## src/sadc_consts.vh

```
// Constants for the successive approximation converter sequencer.
// Assumes inclusion by bare name from each design file that needs them.
`ifndef SADC_CONSTS_VH
`define SADC_CONSTS_VH

// Register select codes on the internal register port
`define SADC_SEL_MODE 2'h0
`define SADC_SEL_CHAN 2'h1
`define SADC_SEL_WORD 2'h2
`define SADC_SEL_BYTE 2'h3

// Mode register fields
`define SADC_CMPEN_BIT 0
`define SADC_START_BIT 7
`define SADC_TIME_HI 6
`define SADC_TIME_LO 1

// Channel register fields
`define SADC_CHAN_HI 2
`define SADC_CHAN_LO 0

// Reset values
`define SADC_MODE_RST 8'h00
`define SADC_CHAN_RST 8'h00
`define SADC_WORD_RST 16'h0000
`define SADC_BYTE_RST 8'h00
`define SADC_SAR_RST 10'h000

// Approximation register layout
`define SADC_MSB 9
`define SADC_SAR_MSB_ONLY 10'h200
`define SADC_IDX_MSB 4'h9
`define SADC_IDX_ZERO 4'h0
`define SADC_IDX_ONE 4'h1

// Result alignment: word is value times 64, byte is top eight bits
`define SADC_WORD_PAD 6'h00
`define SADC_BYTE_LO 2

// Analog pin count code that makes every pin digital
`define SADC_ALL_DIGITAL 4'h8

// Timing: a step lasts the conversion time code plus a floor,
// the floor covering the comparator synchroniser latency
`define SADC_STEP_MIN 7'h04
`define SADC_SAMPLE_STEPS 2'h2
`define SADC_STEPS_ONE 2'h1
`define SADC_STEPS_ZERO 2'h0
`define SADC_CNT_ONE 7'h01
`define SADC_CNT_ZERO 7'h00

`endif

```

## src/sadc_sequencer.v

```verilog
// Sequencer for a 10-bit successive approximation converter: mode and
// channel registers, pin qualification, sampling, bit search, results.
// Assumes a register port on the same clock, port configuration from
// same-clock registers, and a comparator output from the analog side.
//
// Function
// - Convert only analog, input-direction, selected pins
// - Differential selection excludes pin from this converter
// - Enable bit powers the comparator
// - Mode bits six to one set conversion time
// - Three-bit code selects one of eight inputs
// - Writing start bit begins conversion
// - Sample two steps, then hold until end
// - Search starts with bit nine, half tap
// - Next lower bit set, tap from decided bits
// - Keep one when input at least tap
// - After ten bits, store results, raise interrupt
// - Word is value times 64; byte eight bits
// - Conversions repeat until start bit cleared
// - Channel write restarts conversion from beginning
// - Clearing start stops at once, results kept
// - Reset clears both result registers
// - After channel write, one full conversion time
// - Read beats simultaneous result write; write follows
// - Config write at end suppresses result, interrupt
// - Channel change leaves end flag untouched
`timescale 1ns/1ps

module sadc_sequencer #(
  parameter HAS_DIFF = 1 // Variant with a second converter sharing pins
) (
  input wire MCLK_IN,
  input wire NRST_IN,
  input wire REG_WR_IN,
  input wire REG_RD_IN,
  input wire [1:0] REG_SEL_IN,
  input wire [7:0] REG_WDATA_IN,
  output reg [15:0] REG_RDATA_OUT,
  input wire [3:0] ANALOG_PIN_COUNT_IN,
  input wire PIN_CFG_WR_IN,
  input wire [7:0] PORT_DIRECTION_IN,
  input wire [7:0] DIFF_PAIR_SEL_IN,
  input wire CMP_HIGH_IN,
  input wire FLAG_CLR_IN,
  output reg CMP_ENABLE_OUT,
  output reg SAMPLE_OUT,
  output reg CONVERTING_OUT,
  output reg [2:0] CHANNEL_OUT,
  output wire CHANNEL_OK_OUT,
  output reg [9:0] TAP_CODE_OUT,
  output reg CONV_END_IRQ_OUT,
  output reg CONV_END_FLAG_OUT
);

`include "sadc_consts.vh"

// One-hot sequencer states
localparam [2:0] ST_IDLE = 3'b001;
localparam [2:0] ST_SAMPLE = 3'b010;
localparam [2:0] ST_CONV = 3'b100;

reg [2:0] state_reg; // Sequencer state
reg [2:0] state_next;
reg [7:0] mode_reg; // converter_mode_control
reg [7:0] mode_next;
reg [7:0] chan_reg; // input_channel_select
reg [7:0] chan_next;
reg [15:0] word_reg; // result_word
reg [15:0] word_next;
reg [7:0] byte_reg; // result_byte
reg [7:0] byte_next;
reg [9:0] sar_reg; // Approximation register
reg [9:0] sar_next;
reg [3:0] idx_reg; // Bit under trial
reg [3:0] idx_next;
reg [1:0] samp_reg; // Sample steps remaining
reg [1:0] samp_next;
reg [9:0] pend_val_reg; // Result held back by a colliding read
reg [9:0] pend_val_next;
reg pend_reg; // A held-back result awaits storing
reg pend_next;
reg irq_next;
reg flag_next;
reg restart; // Reload the step timer
reg cmp_meta_reg; // First synchroniser stage
reg cmp_sync_reg; // Comparator decision, safe to use
wire tick; // End of a sample or bit step
wire [7:0] analog_pin; // Pin configured as analog
wire [7:0] chan_ok; // Pin may feed this converter
wire start_bit;
wire [2:0] chan_code;
wire [6:0] step_len;
wire mode_wr;
wire chan_wr;
wire cfg_wr;
wire res_rd;
wire [9:0] final_val;

assign start_bit = mode_reg[`SADC_START_BIT];
assign chan_code = chan_reg[`SADC_CHAN_HI:`SADC_CHAN_LO];
// Conversion time code widened onto the floor
assign step_len = {1'b0, mode_reg[`SADC_TIME_HI:`SADC_TIME_LO]} +
  `SADC_STEP_MIN;
assign mode_wr = REG_WR_IN && (REG_SEL_IN == `SADC_SEL_MODE);
assign chan_wr = REG_WR_IN && (REG_SEL_IN == `SADC_SEL_CHAN);
assign cfg_wr = mode_wr || chan_wr || PIN_CFG_WR_IN;
assign res_rd = REG_RD_IN &&
  ((REG_SEL_IN == `SADC_SEL_WORD) || (REG_SEL_IN == `SADC_SEL_BYTE));
// Last decision folded in: keep bit 0 only if input reaches the tap
assign final_val = {sar_reg[9:1], sar_reg[0] & cmp_sync_reg};

////////////////////////////////////////////////////////////////////////
// Pin qualification, one slice per analog pin
genvar gi;
generate
  for (gi = 0; gi < 8; gi = gi + 1) begin : g_pin
    // Count code n turns the n lowest pins digital; 8 means all
    assign analog_pin[gi] = (ANALOG_PIN_COUNT_IN <= gi) &&
      (ANALOG_PIN_COUNT_IN <= `SADC_ALL_DIGITAL);
    if (HAS_DIFF != 0) begin : g_ds
      // Output direction or differential claim blocks conversion
      assign chan_ok[gi] = analog_pin[gi] && PORT_DIRECTION_IN[gi] &&
        !DIFF_PAIR_SEL_IN[gi];
    end else begin : g_nods
      assign chan_ok[gi] = analog_pin[gi] &&
        PORT_DIRECTION_IN[gi];
    end
  end
endgenerate

assign CHANNEL_OK_OUT = chan_ok[chan_code];

////////////////////////////////////////////////////////////////////////
// Step pacing; one tick per sample step or bit decision
sadc_step_timer u_timer (
  .clk_in(MCLK_IN),
  .rst_n_in(NRST_IN),
  .restart_in(restart),
  .len_in(step_len),
  .tick_out(tick)
);

////////////////////////////////////////////////////////////////////////
// Comparator crossing: analog decision is asynchronous to our clock.
// Step floor of four cycles leaves it settled before each tick.
always @(posedge MCLK_IN) begin
  if (!NRST_IN) begin
    cmp_meta_reg <= 1'b0;
    cmp_sync_reg <= 1'b0;
  end else begin
    cmp_meta_reg <= CMP_HIGH_IN;
    cmp_sync_reg <= cmp_meta_reg;
  end
end

////////////////////////////////////////////////////////////////////////
// Sequencer, search and result storage
always @* begin
  state_next = state_reg;
  mode_next = mode_reg;
  chan_next = chan_reg;
  word_next = word_reg;
  byte_next = byte_reg;
  sar_next = sar_reg;
  idx_next = idx_reg;
  samp_next = samp_reg;
  pend_val_next = pend_val_reg;
  pend_next = pend_reg;
  irq_next = 1'b0;
  flag_next = CONV_END_FLAG_OUT;
  restart = 1'b0;

  // Register writes; software keeps channel bits 3..7 at zero
  if (mode_wr) begin
    mode_next = REG_WDATA_IN;
  end
  if (chan_wr) begin
    chan_next = REG_WDATA_IN;
  end

  case (state_reg)
    ST_IDLE: begin
      // Begin when start set and the selected pin qualifies
      if (start_bit && CHANNEL_OK_OUT && !cfg_wr) begin
        state_next = ST_SAMPLE;
        samp_next = `SADC_SAMPLE_STEPS;
        restart = 1'b1;
      end
    end
    ST_SAMPLE: begin
      if (tick) begin
        if (samp_reg == `SADC_STEPS_ONE) begin
          // Sampling done: hold and start the search at the MSB
          state_next = ST_CONV;
          sar_next = `SADC_SAR_MSB_ONLY;
          idx_next = `SADC_IDX_MSB;
        end else begin
          samp_next = samp_reg - `SADC_STEPS_ONE;
        end
      end
    end
    ST_CONV: begin
      if (tick) begin
        if (idx_reg == `SADC_IDX_ZERO) begin
          // Ten bits decided; store unless a config write collides
          if (!cfg_wr) begin
            irq_next = 1'b1;
            flag_next = 1'b1;
            if (res_rd) begin
              pend_next = 1'b1;
              pend_val_next = final_val;
            end else begin
              word_next = {final_val, `SADC_WORD_PAD};
              byte_next = final_val[`SADC_MSB:`SADC_BYTE_LO];
            end
          end
          // Back-to-back conversion
          state_next = ST_SAMPLE;
          samp_next = `SADC_SAMPLE_STEPS;
        end else begin
          // Drop the trial bit if input is below the tap
          if (!cmp_sync_reg) begin
            sar_next[idx_reg] = 1'b0;
          end
          // Next lower trial bit; tap follows decided bits
          sar_next[idx_reg - `SADC_IDX_ONE] = 1'b1;
          idx_next = idx_reg - `SADC_IDX_ONE;
        end
      end
    end
    default: begin
      state_next = ST_IDLE;
    end
  endcase

  // Abort on stop, lost qualification or channel rewrite
  if (state_reg != ST_IDLE) begin
    if (mode_wr && !REG_WDATA_IN[`SADC_START_BIT]) begin
      state_next = ST_IDLE;
    end else if (!CHANNEL_OK_OUT) begin
      state_next = ST_IDLE;
    end else if (chan_wr) begin
      // Full conversion time from the write to the next end
      state_next = ST_IDLE;
    end
  end

  // Held-back result lands once no read is colliding
  if (pend_reg && !res_rd) begin
    word_next = {pend_val_reg, `SADC_WORD_PAD};
    byte_next = pend_val_reg[`SADC_MSB:`SADC_BYTE_LO];
    pend_next = 1'b0;
  end

  // Channel writes never touch the flag; hardware set beats clear
  if (FLAG_CLR_IN && !irq_next) begin
    flag_next = 1'b0;
  end
end

////////////////////////////////////////////////////////////////////////
// State registers
always @(posedge MCLK_IN) begin
  if (!NRST_IN) begin
    state_reg <= ST_IDLE;
    mode_reg <= `SADC_MODE_RST;
    chan_reg <= `SADC_CHAN_RST;
    word_reg <= `SADC_WORD_RST;
    byte_reg <= `SADC_BYTE_RST;
    sar_reg <= `SADC_SAR_RST;
    idx_reg <= `SADC_IDX_ZERO;
    samp_reg <= `SADC_STEPS_ZERO;
    pend_val_reg <= `SADC_SAR_RST;
    pend_reg <= 1'b0;
    CONV_END_IRQ_OUT <= 1'b0;
    CONV_END_FLAG_OUT <= 1'b0;
  end else begin
    state_reg <= state_next;
    mode_reg <= mode_next;
    chan_reg <= chan_next;
    word_reg <= word_next;
    byte_reg <= byte_next;
    sar_reg <= sar_next;
    idx_reg <= idx_next;
    samp_reg <= samp_next;
    pend_val_reg <= pend_val_next;
    pend_reg <= pend_next;
    CONV_END_IRQ_OUT <= irq_next;
    CONV_END_FLAG_OUT <= flag_next;
  end
end

////////////////////////////////////////////////////////////////////////
// Analog front-end controls, all registered
always @(posedge MCLK_IN) begin
  if (!NRST_IN) begin
    CMP_ENABLE_OUT <= 1'b0;
    SAMPLE_OUT <= 1'b0;
    CONVERTING_OUT <= 1'b0;
    CHANNEL_OUT <= 3'h0;
    TAP_CODE_OUT <= `SADC_SAR_RST;
  end else begin
    CMP_ENABLE_OUT <= mode_next[`SADC_CMPEN_BIT];
    // Switch closed only while sampling; open means hold
    SAMPLE_OUT <= (state_next == ST_SAMPLE);
    CONVERTING_OUT <= (state_next != ST_IDLE);
    CHANNEL_OUT <= chan_next[`SADC_CHAN_HI:`SADC_CHAN_LO];
    TAP_CODE_OUT <= sar_next;
  end
end

////////////////////////////////////////////////////////////////////////
// Read port; data sampled before any same-edge result update
always @(posedge MCLK_IN) begin
  if (!NRST_IN) begin
    REG_RDATA_OUT <= `SADC_WORD_RST;
  end else if (REG_RD_IN) begin
    if (REG_SEL_IN == `SADC_SEL_MODE) begin
      REG_RDATA_OUT <= {8'h00, mode_reg};
    end else if (REG_SEL_IN == `SADC_SEL_CHAN) begin
      REG_RDATA_OUT <= {8'h00, chan_reg};
    end else if (REG_SEL_IN == `SADC_SEL_WORD) begin
      REG_RDATA_OUT <= word_reg;
    end else begin
      REG_RDATA_OUT <= {8'h00, byte_reg};
    end
  end
end

endmodule // sadc_sequencer

```

## src/sadc_step_timer.v

```verilog
// Step timer that paces sampling and each bit decision.
// Assumes the sequencer clock and its synchronous active-low reset.
`timescale 1ns/1ps

module sadc_step_timer (
  input wire clk_in,
  input wire rst_n_in,
  input wire restart_in,
  input wire [6:0] len_in,
  output reg tick_out
);

`include "sadc_consts.vh"

reg [6:0] count_reg; // Cycles left in the current step
reg [6:0] count_next;
reg tick_next;

////////////////////////////////////////////////////////////////////////
// Down counter, reloaded on restart and at every step end
always @* begin
  count_next = count_reg;
  tick_next = 1'b0;
  if (restart_in) begin
    // Fresh step; length sampled now, so time changes apply next step
    count_next = len_in - `SADC_CNT_ONE;
  end else if (count_reg == `SADC_CNT_ZERO) begin
    tick_next = 1'b1;
    count_next = len_in - `SADC_CNT_ONE;
  end else begin
    count_next = count_reg - `SADC_CNT_ONE;
  end
end

////////////////////////////////////////////////////////////////////////
// State flops
always @(posedge clk_in) begin
  if (!rst_n_in) begin
    count_reg <= `SADC_CNT_ZERO;
    tick_out <= 1'b0;
  end else begin
    count_reg <= count_next;
    tick_out <= tick_next;
  end
end

endmodule // sadc_step_timer

```

## config.mk

```make
export PLATFORM = sky130hd
export DESIGN_NAME = sadc_sequencer
export DESIGN_NICKNAME = d
export VERILOG_FILES = /design/src/sadc_sequencer.v /design/src/sadc_step_timer.v
export VERILOG_INCLUDE_DIRS = /design/src
export SDC_FILE = /design/constraint.sdc
export NUM_CORES = 1
export LEC_CHECK = 0
export ABC_AREA = 0
export BUFFER_PORTS_ARGS = -buffer_cell sky130_fd_sc_hd__buf_2
export CAP_MARGIN = 30
export CORE_ASPECT_RATIO = 0.75
export CORE_MARGIN = 3
export CORE_UTILIZATION = 40
export DETAILED_ROUTE_END_ITERATION = 7
export PLACE_DENSITY_LB_ADDON = 0.3
export SYNTH_ARGS = -nofsm -noshare
export SYNTH_HDL_FRONTEND = slang
export SYNTH_SLANG_ARGS = --single-unit
```

## constraint.sdc

```tcl
create_clock -name MCLK_IN -period 2.53 [get_ports MCLK_IN]
set_input_delay 0.3795 -clock MCLK_IN [delete_from_list [all_inputs] [get_ports MCLK_IN]]
set_output_delay 0.3795 -clock MCLK_IN [all_outputs]
set_load 0.01 [all_outputs]
```

==> summary.txt, run 1 <==
Outcome -> complete, no violations
Gr usage total -> 0.176
Initial DRT Pass Iterations -> 4
Period utilization -> 0.891
DRC errors left -> 0
Clock sink count -> 86
Setup TNS -> 0 ps
Sw power -> 869 uW
Vias post-DR -> 3,900
R2r startpoint -> chan_reg[1]
Root buf cell -> clkbuf_16
FF+latch count, synth -> 86
CTS Buffer Depth -> 2
Hold EP -> cmp_meta_reg
Required @ worst endpoint -> 2150 ps
Drt initial violations -> 223
Worst slew margin -> 0.541
Cell internal pwr -> 2480 uW
Layout cells sized above 1 -> 0.201
Mapped Nets -> 558
Number of synthesized flops with an enable pin -> 0
HPWL after DPL -> 7.74 mm
Clock period minus worst slack -> 2250 ps
Slew Viols, Final -> 0
Yosys warns -> 0
MaxCap Viol Count -> 0
First-pass GRT wire length -> 17.3 mm
Yosys cell types -> 51
Switching part of the total -> 0.259
Worst-path clk slew -> 60 ps
Reg power frac -> 0.446
Worst-skew pair later-pin latency -> 340 ps
Initial antenna violation count -> 0
Syn avg cell area -> 8.37 um2
Port bufs -> 71
FMAX -> 444 MHz
Combinational power share -> 0.162
Crit path capture type -> primary output
FFs w/ async S/R, synth -> 0
Wire per inst -> 14.8 um
Unrepaired setup endpoints after global routing -> no
Syn-to-layout area delta -> 17.4%
Element type at the critical path start -> flip-flop
Final core occ -> 0.485
CORE AREA -> 0.0104 mm2
Skew final -> 6.75 ps
Setup slack, reg-to-reg -> 310 ps
CTS tree -> yes
Die height -> 95.6 um
H-tree depth -> 3
Final setup fails -> 0
Final ANT Viol Nets -> 0
CTS buffer count -> 9
R2R Path End -> samp_reg[1]
Critical path class -> flip-flop to primary output
Main synth FF type -> dfxtp_1
R2R cell count -> 7
Ant diodes -> 0
Chip Width -> 126 um
Number of global-route vias before repair -> 3,574
PwrDens -> 666 mW/mm2
WHS Path Cells -> 2
Critical Path AT -> 1870 ps
Worst-Margin Slew -> 683 ps
Lkg Pwr -> 0.00190 uW
Largest net degree at the start of global routing -> 33
Max VDD drop -> 0.000335 V
Initial Utilization -> 0.413
IO Count -> 72
Clock power share -> 0.392
Max reg flops -> 16
Hold Path Class -> input port to flip-flop
Hold slack -> 254 ps
Final GP Congestion -> 0.901
DIE AREA -> 0.0120 mm2
Synth Instances -> 512
Min-delay src -> CMP_HIGH_IN
# rows -> 32
GRT overflow -> 0
Sequential share of the synthesized area -> 0.402
Fin. Hold Viols -> 0
Largest Register -> REG_RDATA_OUT
Final wirelength -> 10.5 mm
Avg Vias per Cell -> 5.51
Final #Nets -> 613
Synthesized area -> 0.00429 mm2
Crit path max fanout -> 11
stage by stage:
| stage | area [um2] | setup WS, ps | power, uW | std cells |
|---|---|---|---|---|
| after global placement | 4700 | 209 | 2030 | 690 |
| after floorplan | 4290 | 577 | 1910 | 512 |
| after global routing | 5030 | 40.5 | 3510 | 708 |
| after CTS | 5020 | 73.8 | 3380 | 706 |
| after detailed placement | 4700 | 137 | 2060 | 690 |
| final | 5030 | 277 | 3350 | 708 |
placed cells by master (no fill, tap or decap), types with 9 or more instances in the layout:
master,count
a211oi_1,19
a21oi_1,48
buf_2,71
buf_4,13
clkbuf_16,9
dfxtp_1,86
ha_1,9
inv_1,15
mux2i_1,35
nand2_1,32
nand2b_1,15
nand3_1,24
nor2_1,72
nor2b_1,10
nor3_1,11
o21ai_0,20
cell usage after synthesis, types with 2 or more instances:
cell	n	share of area
o21ai_0	20	0.023
nand2_1	32	0.028
a311oi_1	2	0.0041
clkbuf_1	20	0.018
a221o_1	5	0.012
dfxtp_1	86	0.40
mux2i_1	35	0.082
o31ai_1	2	0.0035
nand3b_1	3	0.0053
a211oi_1	19	0.033
inv_1	15	0.013
a31oi_1	5	0.0073
xor2_1	4	0.0082
buf_2	4	0.0047
nor3_1	12	0.014
and2_1	6	0.0088
nor2_1	72	0.063
nor2b_1	10	0.015
ha_1	9	0.026
a21oi_1	48	0.056
nand2b_1	15	0.022
nand4_1	3	0.0044
mux4_2	2	0.011
o22ai_1	8	0.012
and3_1	2	0.0029
nand3_1	24	0.028
xnor2_1	6	0.012
buf_1	3	0.0026
nor4_1	4	0.0058
buf_4	13	0.023
or2_2	3	0.0044
routing by layer:
layer | part of all wire | track usage | wire length (um)
met2 | 0.44 | 0.272 | 4620
met3 | 0.066 | 0.0459 | 690
met4 | 0.013 | 0.0523 | 138
met5 | 0 | 0 | 0
met1 | 0.48 | 0.244 | 5060
power by group through the flow:
stage | Sequential, uW | Combinational [uW] | Clock [uW]
final | 1490 | 544 | 1310
after global placement | 1520 | 514 | 0
after CTS | 1490 | 539 | 1350
after global routing | 1500 | 605 | 1400
after floorplan | 1510 | 406 | 0
after detailed placement | 1520 | 534 | 0
how the worst max path moves through the flow:
stage / startpoint / to / depth (start not counted)
floorplan: chan_reg[1] / CHANNEL_OK_OUT / 6
global placement: ANALOG_PIN_COUNT_IN[2] / samp_reg[1] / 6
detailed placement: ANALOG_PIN_COUNT_IN[2] / samp_reg[1] / 6
CTS: chan_reg[1] / CHANNEL_OK_OUT / 5
global route: idx_reg[0] / word_reg[8] / 9
finish: chan_reg[1] / CHANNEL_OK_OUT / 5
area by class of cell:
class                           count  area, um2
Fill cell                        1013       5340
Multi-Input combinational cell    369       2300
Sequential cell                    86       1720
Timing Repair Buffer               85        473
Clock buffer                       14        294
Tap cell                          136        170
Inverter                           16       60.1
Clock inverter                      2       12.5
kinds of logic after synthesis:
family	after synthesis	share of synthesized area
fa+ha+maj	9	0.0263
flops	86	0.402
mux	37	0.0923
compound gates	120	0.176
simple gates	193	0.219
xor+xnor	10	0.0204
buf+inv	57	0.0642
timing repair:
item | CTS | global route
setup endpoints to repair | 1 | 1
hold endpoints to repair | 0 | 0
gates resized for setup | 1 | 0
gates cloned | 0 | 0
buffers inserted | 0 | 2
hold buffers | 0 | 0
worst max-delay path: stages (launching register included):
cell and delay, ps:
dfxtp_1 410, or4b_1 560, a31oi_1 180, o31ai_1 120, o21ai_4 100, buf_2 160
Note: power is estimated with default switching activity, not from simulation.
==> inputs of run 2 (changes only) <==
CELL_PAD_IN_SITES_DETAIL_PLACEMENT = 0   (was default)
CELL_PAD_IN_SITES_GLOBAL_PLACEMENT = 2   (was default)
CORE_MARGIN = default   (was 3)
CORE_UTILIZATION = 33   (was 40)
==> run 2 against run 1 <==
Net effect:
- count of clock-buffer cells in the layout is 4 lower
- design area is 1.2% higher
- first-iteration DRC count is 30% lower
- cell count is 4.0% higher
- critical endpoint unchanged
- largest power group is now the clock network
- global-route usage is 0.48 points lower
- sequential share of layout area is 0.41 points lower
- critical path type unchanged
- wire length is 5.3% higher
- clock power is 18% higher
==> summary.txt, run 2 (synthesized netlist as in run 1, its figures left out) <==
Commonest non-fill, non-tap cell in the layout -> dfxtp_1
CORE AREA -> 0.0125 mm2
Multi-input gate area -> 0.00230 mm2
Number of fill cells -> 1,289
Largest net degree at the start of global routing -> 71
Outcome -> complete, no violations
CTS Buffer Depth -> 2
Hold EP -> cmp_meta_reg
Skew final -> 11.9 ps
CTS buffer count -> 9
Number of global-route vias before repair -> 3,469
Avg Vias per Cell -> 5.11
PwrDens -> 701 mW/mm2
Setup TNS -> 0 ps
Required @ worst endpoint -> 2150 ps
DIE AREA -> 0.0135 mm2
WHS Path Cells -> 2
Final #Nets -> 611
Worst-Margin Slew -> 604 ps
Unrepaired setup endpoints after global routing -> no
WL met2 -> 4.62 mm
HPWL after DPL -> 7.96 mm
R2R Path End -> TAP_CODE_OUT[9]
Metal-1 WL -> 5.89 mm
Highest-count cells in the layout ignoring fill and taps -> 86 x dfxtp_1, 72 x nor2_1, 71 x buf_2
Final ANT Viol Nets -> 0
GRT overflow -> 0
Port bufs -> 71
Hold Path Class -> input port to flip-flop
FMAX -> 425 MHz
Root buf cell -> clkbuf_16
Top layer used by detailed routing -> met4
Crit path capture type -> primary output
Initial Utilization -> 0.343
Final setup fails -> 0
Largest Register -> REG_RDATA_OUT
Crit path max fanout -> 18
Worst-path clk slew -> 60 ps
Final core occ -> 0.408
H-tree depth -> 3
Gr usage total -> 0.171
Initial antenna violation count -> 0
Final GP Congestion -> 0.855
Worst slew margin -> 0.596
CTS tree -> yes
Final wirelength -> 11.1 mm
Max VDD drop -> 0.000402 V
Hold slack -> 247 ps
Slew Viols, Final -> 0
Die height -> 101 um
Setup slack, reg-to-reg -> 350 ps
Period utilization -> 0.931
Min-delay src -> CMP_HIGH_IN
Clock period minus worst slack -> 2350 ps
Syn-to-layout area delta -> 18.9%
First-pass GRT wire length -> 18.0 mm
Drt initial violations -> 156
MaxCap Viol Count -> 0
IO Count -> 72
DRC errors left -> 0
Worst-skew pair later-pin latency -> 340 ps
Layout cells sized above 1 -> 0.196
Lkg Pwr -> 0.00190 uW
Element type at the critical path start -> flip-flop
R2r startpoint -> idx_reg[0]
Vias post-DR -> 3,764
Chip Width -> 134 um
WL met3 -> 458 um
Fin. Hold Viols -> 0
Register area -> 0.00172 mm2
# rows -> 35
Critical path class -> flip-flop to primary output
Max reg flops -> 16
Initial DRT Pass Iterations -> 4
Critical Path AT -> 1970 ps
Ant diodes -> 0
Wire per inst -> 15.0 um
R2R cell count -> 9
Clock sink count -> 86
run 2: cell count changes in the layout (fill, tap and decap cells not counted), moves of 2 or more:
| cell | change |
|---|---|
| bufinv_16 | +3 |
| clkbuf_8 | -5 |
| buf_4 | -2 |
| inv_6 | +2 |
run 2: metrics by stage:
step / std cells / worst slack [ps] / instance area, um2 / power (uW)
floorplan: 512 / 577 / 4290 / 1910
global placement: 720 / 245 / 4740 / 2030
detailed placement: 720 / 169 / 4740 / 2050
CTS: 736 / 66.6 / 5090 / 3610
global route: 736 / 60.2 / 5090 / 3740
finish: 736 / 176 / 5090 / 3570
run 2: area by class of cell:
class,count,share of cell area
clock inverter,6,0.0228
inverter,16,0.0118
clock buffer,10,0.0450
sequential,86,0.338
tap,166,0.0408
timing repair buffer,83,0.0899
multi-input combinational,369,0.452
run 2: timing repair:
item | 4_1_cts | 5_1_grt
endpoints found under the hold margin | 0 | 0
resized for setup | 0 | 1
hold buffers | 0 | 0
setup buffers | 0 | 0
endpoints found under the setup margin | 0 | 1
run 2: how the worst max path moves through the flow:
| stage | start | slack [ps] | cells past startpoint | endpoint |
|---|---|---|---|---|
| after CTS | chan_reg[1] | 70 | 5 | CHANNEL_OK_OUT |
| final | chan_reg[1] | 180 | 5 | CHANNEL_OK_OUT |
| after global placement | ANALOG_PIN_COUNT_IN[2] | 240 | 6 | samp_reg[1] |
| after detailed placement | ANALOG_PIN_COUNT_IN[2] | 170 | 6 | state_reg[0] |
| after global routing | chan_reg[1] | 60 | 5 | CHANNEL_OK_OUT |
| after floorplan | chan_reg[1] | 580 | 6 | CHANNEL_OK_OUT |
run 2: metal layers:
layer,global-route usage,vias up
met5,0,-
met1,0.253,1764
met2,0.244,92
li1,-,1902
met4,0.0393,0
met3,0.0458,6
run 2: critical path, cell delays in order (launching register included):
cell,delay [ps]
dfxtp_1,370
or4b_1,530
a31oi_1,170
o31ai_1,130
o21ai_4,210
buf_2,220
run 2: power by group:
group / internal (uW) / switching (uW)
Clock: 975 / 572
Sequential: 1430 / 63.6
Combinational: 252 / 282
==> inputs of run 3 (changes only) <==
MAX_ROUTING_LAYER = met4   (was default)
==> run 3 against run 2 <==
Net effect:
- cell count stayed put
- clock power hardly changed
- critical endpoint unchanged
- worst setup slack worse by 5.0 ps
- register-to-register slack hardly changed
==> summary.txt, run 3 (synthesized netlist as in run 1, its figures left out) <==
Outcome -> complete, no violations
Combinational power share -> 0.149
DRC errors left -> 0
PwrDens -> 703 mW/mm2
Commonest non-fill, non-tap cell in the layout -> dfxtp_1
Slowest stage cell, crit path -> or4b_1
Drt initial violations -> 146
Hold Path Class -> input port to flip-flop
Clock period minus worst slack -> 2360 ps
Clock sink count -> 86
FMAX -> 424 MHz
Worst-skew pair later-pin latency -> 350 ps
Syn-to-layout area delta -> 18.9%
Worst slew margin -> 0.597
Final wirelength -> 11.1 mm
Worst-path clk slew -> 60 ps
Unrepaired setup endpoints after global routing -> no
MaxCap Viol Count -> 0
Initial antenna violation count -> 0
Element type at the critical path start -> flip-flop
IO Count -> 72
Period utilization -> 0.932
Tot Pwr -> 3580 uW
Post-Place Worst Slack -> 169 ps
WHS Path Cells -> 2
Reg power frac -> 0.416
Largest Register -> REG_RDATA_OUT
Root buf cell -> clkbuf_16
Family with the most delay on the worst path -> simple AND/OR/NAND/NOR gates
Final ANT Viol Nets -> 0
Initial DRT Pass Iterations -> 4
Vias post-DR -> 3,755
Gr usage total -> 0.177
Worst Slack Setup Final -> 171 ps
Slew Viols, Final -> 0
Skew final -> 13.1 ps
HPWL after DPL -> 7.96 mm
CTS Buffer Depth -> 2
Number of global-route vias before repair -> 3,474
Worst path cell trace -> or4b_1 > a31oi_1 > o31ai_1 > o21ai_4 > buf_2
Wire per inst -> 15.0 um
Cell internal pwr -> 2650 uW
Crit path max fanout -> 18
Critical Path AT -> 1980 ps
Crit path buf inv count -> 1
DIE AREA -> 0.0135 mm2
Hold slack -> 242 ps
Clock power share -> 0.435
R2R Path End -> TAP_CODE_OUT[9]
Required @ worst endpoint -> 2150 ps
Ant diodes -> 0
R2R cell count -> 9
Min-delay src -> CMP_HIGH_IN
Critical path class -> flip-flop to primary output
Highest-count cells in the layout ignoring fill and taps -> 86 x dfxtp_1, 72 x nor2_1, 71 x buf_2
Post-CTS setup buffer count -> 0
Max VDD drop -> 0.000411 V
Chip Width -> 134 um
Fin. Hold Viols -> 0
Switching part of the total -> 0.259
Final GP Congestion -> 0.868
CTS buffer count -> 9
Final #Nets -> 611
Final setup fails -> 0
Max reg flops -> 16
Die height -> 101 um
GRT overflow -> 0
Crit path capture type -> primary output
Sw power -> 926 uW
Avg Vias per Cell -> 5.10
Initial Utilization -> 0.343
Largest net degree at the start of global routing -> 71
H-tree depth -> 3
# rows -> 35
First-pass GRT wire length -> 18.0 mm
Port bufs -> 71
Layout cells sized above 1 -> 0.196
Setup slack, reg-to-reg -> 350 ps
Final core occ -> 0.408
Crit path depth -> 5
Crit path largest cell delay -> 530 ps
Worst-Margin Slew -> 603 ps
R2r startpoint -> idx_reg[0]
Hold EP -> cmp_meta_reg
CTS tree -> yes
Setup TNS -> 0 ps
Lkg Pwr -> 0.00190 uW
CORE AREA -> 0.0125 mm2
## run 3: per-layer routing
| metal | vias up | wire, um | GRT usage |
|---|---|---|---|
| met2 | 87 | 4620 | 0.244 |
| met3 | 9 | 505 | 0.0447 |
| met1 | 1757 | 5860 | 0.254 |
| met5 | - | 0 | - |
| li1 | 1902 | - | - |
| met4 | 0 | 84 | 0.0393 |
## run 3: final cells by class
cell class | instances | area, um2
Clock buffer | 10 | 229
Clock inverter | 6 | 116
Fill cell | 1289 | 7390
Inverter | 16 | 60.1
Multi-Input combinational cell | 369 | 2300
Sequential cell | 86 | 1720
Tap cell | 166 | 208
Timing Repair Buffer | 83 | 458
## run 3: worst max-delay path by stage
| stage | startpoint | endpoint | slack (ps) |
|---|---|---|---|
| detailed placement | ANALOG_PIN_COUNT_IN[2] | state_reg[0] | 170 |
| finish | chan_reg[1] | CHANNEL_OK_OUT | 170 |
| floorplan | chan_reg[1] | CHANNEL_OK_OUT | 580 |
| global route | chan_reg[1] | CHANNEL_OK_OUT | 60 |
| CTS | chan_reg[1] | CHANNEL_OK_OUT | 70 |
| global placement | ANALOG_PIN_COUNT_IN[2] | samp_reg[1] | 240 |
## run 3: worst register-to-register path, stage by stage, from the launching register on
cell     delay (ps)
dfxtp_1         450
inv_1           130
ha_1            220
nor3b_1         150
buf_4           170
o22ai_1         160
nand2_1         290
o21ai_0         240
o21ai_0         100
and2_1          170
## run 3: power by group through the flow
stage / Clock, uW / Combinational, uW / Sequential (uW)
global route: 1650 / 597 / 1500
detailed placement: 0 / 528 / 1520
CTS: 1590 / 532 / 1490
global placement: 0 / 513 / 1520
finish: 1560 / 534 / 1490
floorplan: 0 / 406 / 1510
## run 3: timing repair
| item | 4_1_cts | 5_1_grt |
|---|---|---|
| setup endpoints to repair | 0 | 1 |
| resized for setup | 0 | 1 |
| hold buffers | 0 | 0 |
## run 3: metrics by stage
stage,area (um2),cells
finish,5090,736
detailed placement,4740,720
global route,5090,736
global placement,4740,720
CTS,5090,736
floorplan,4290,512
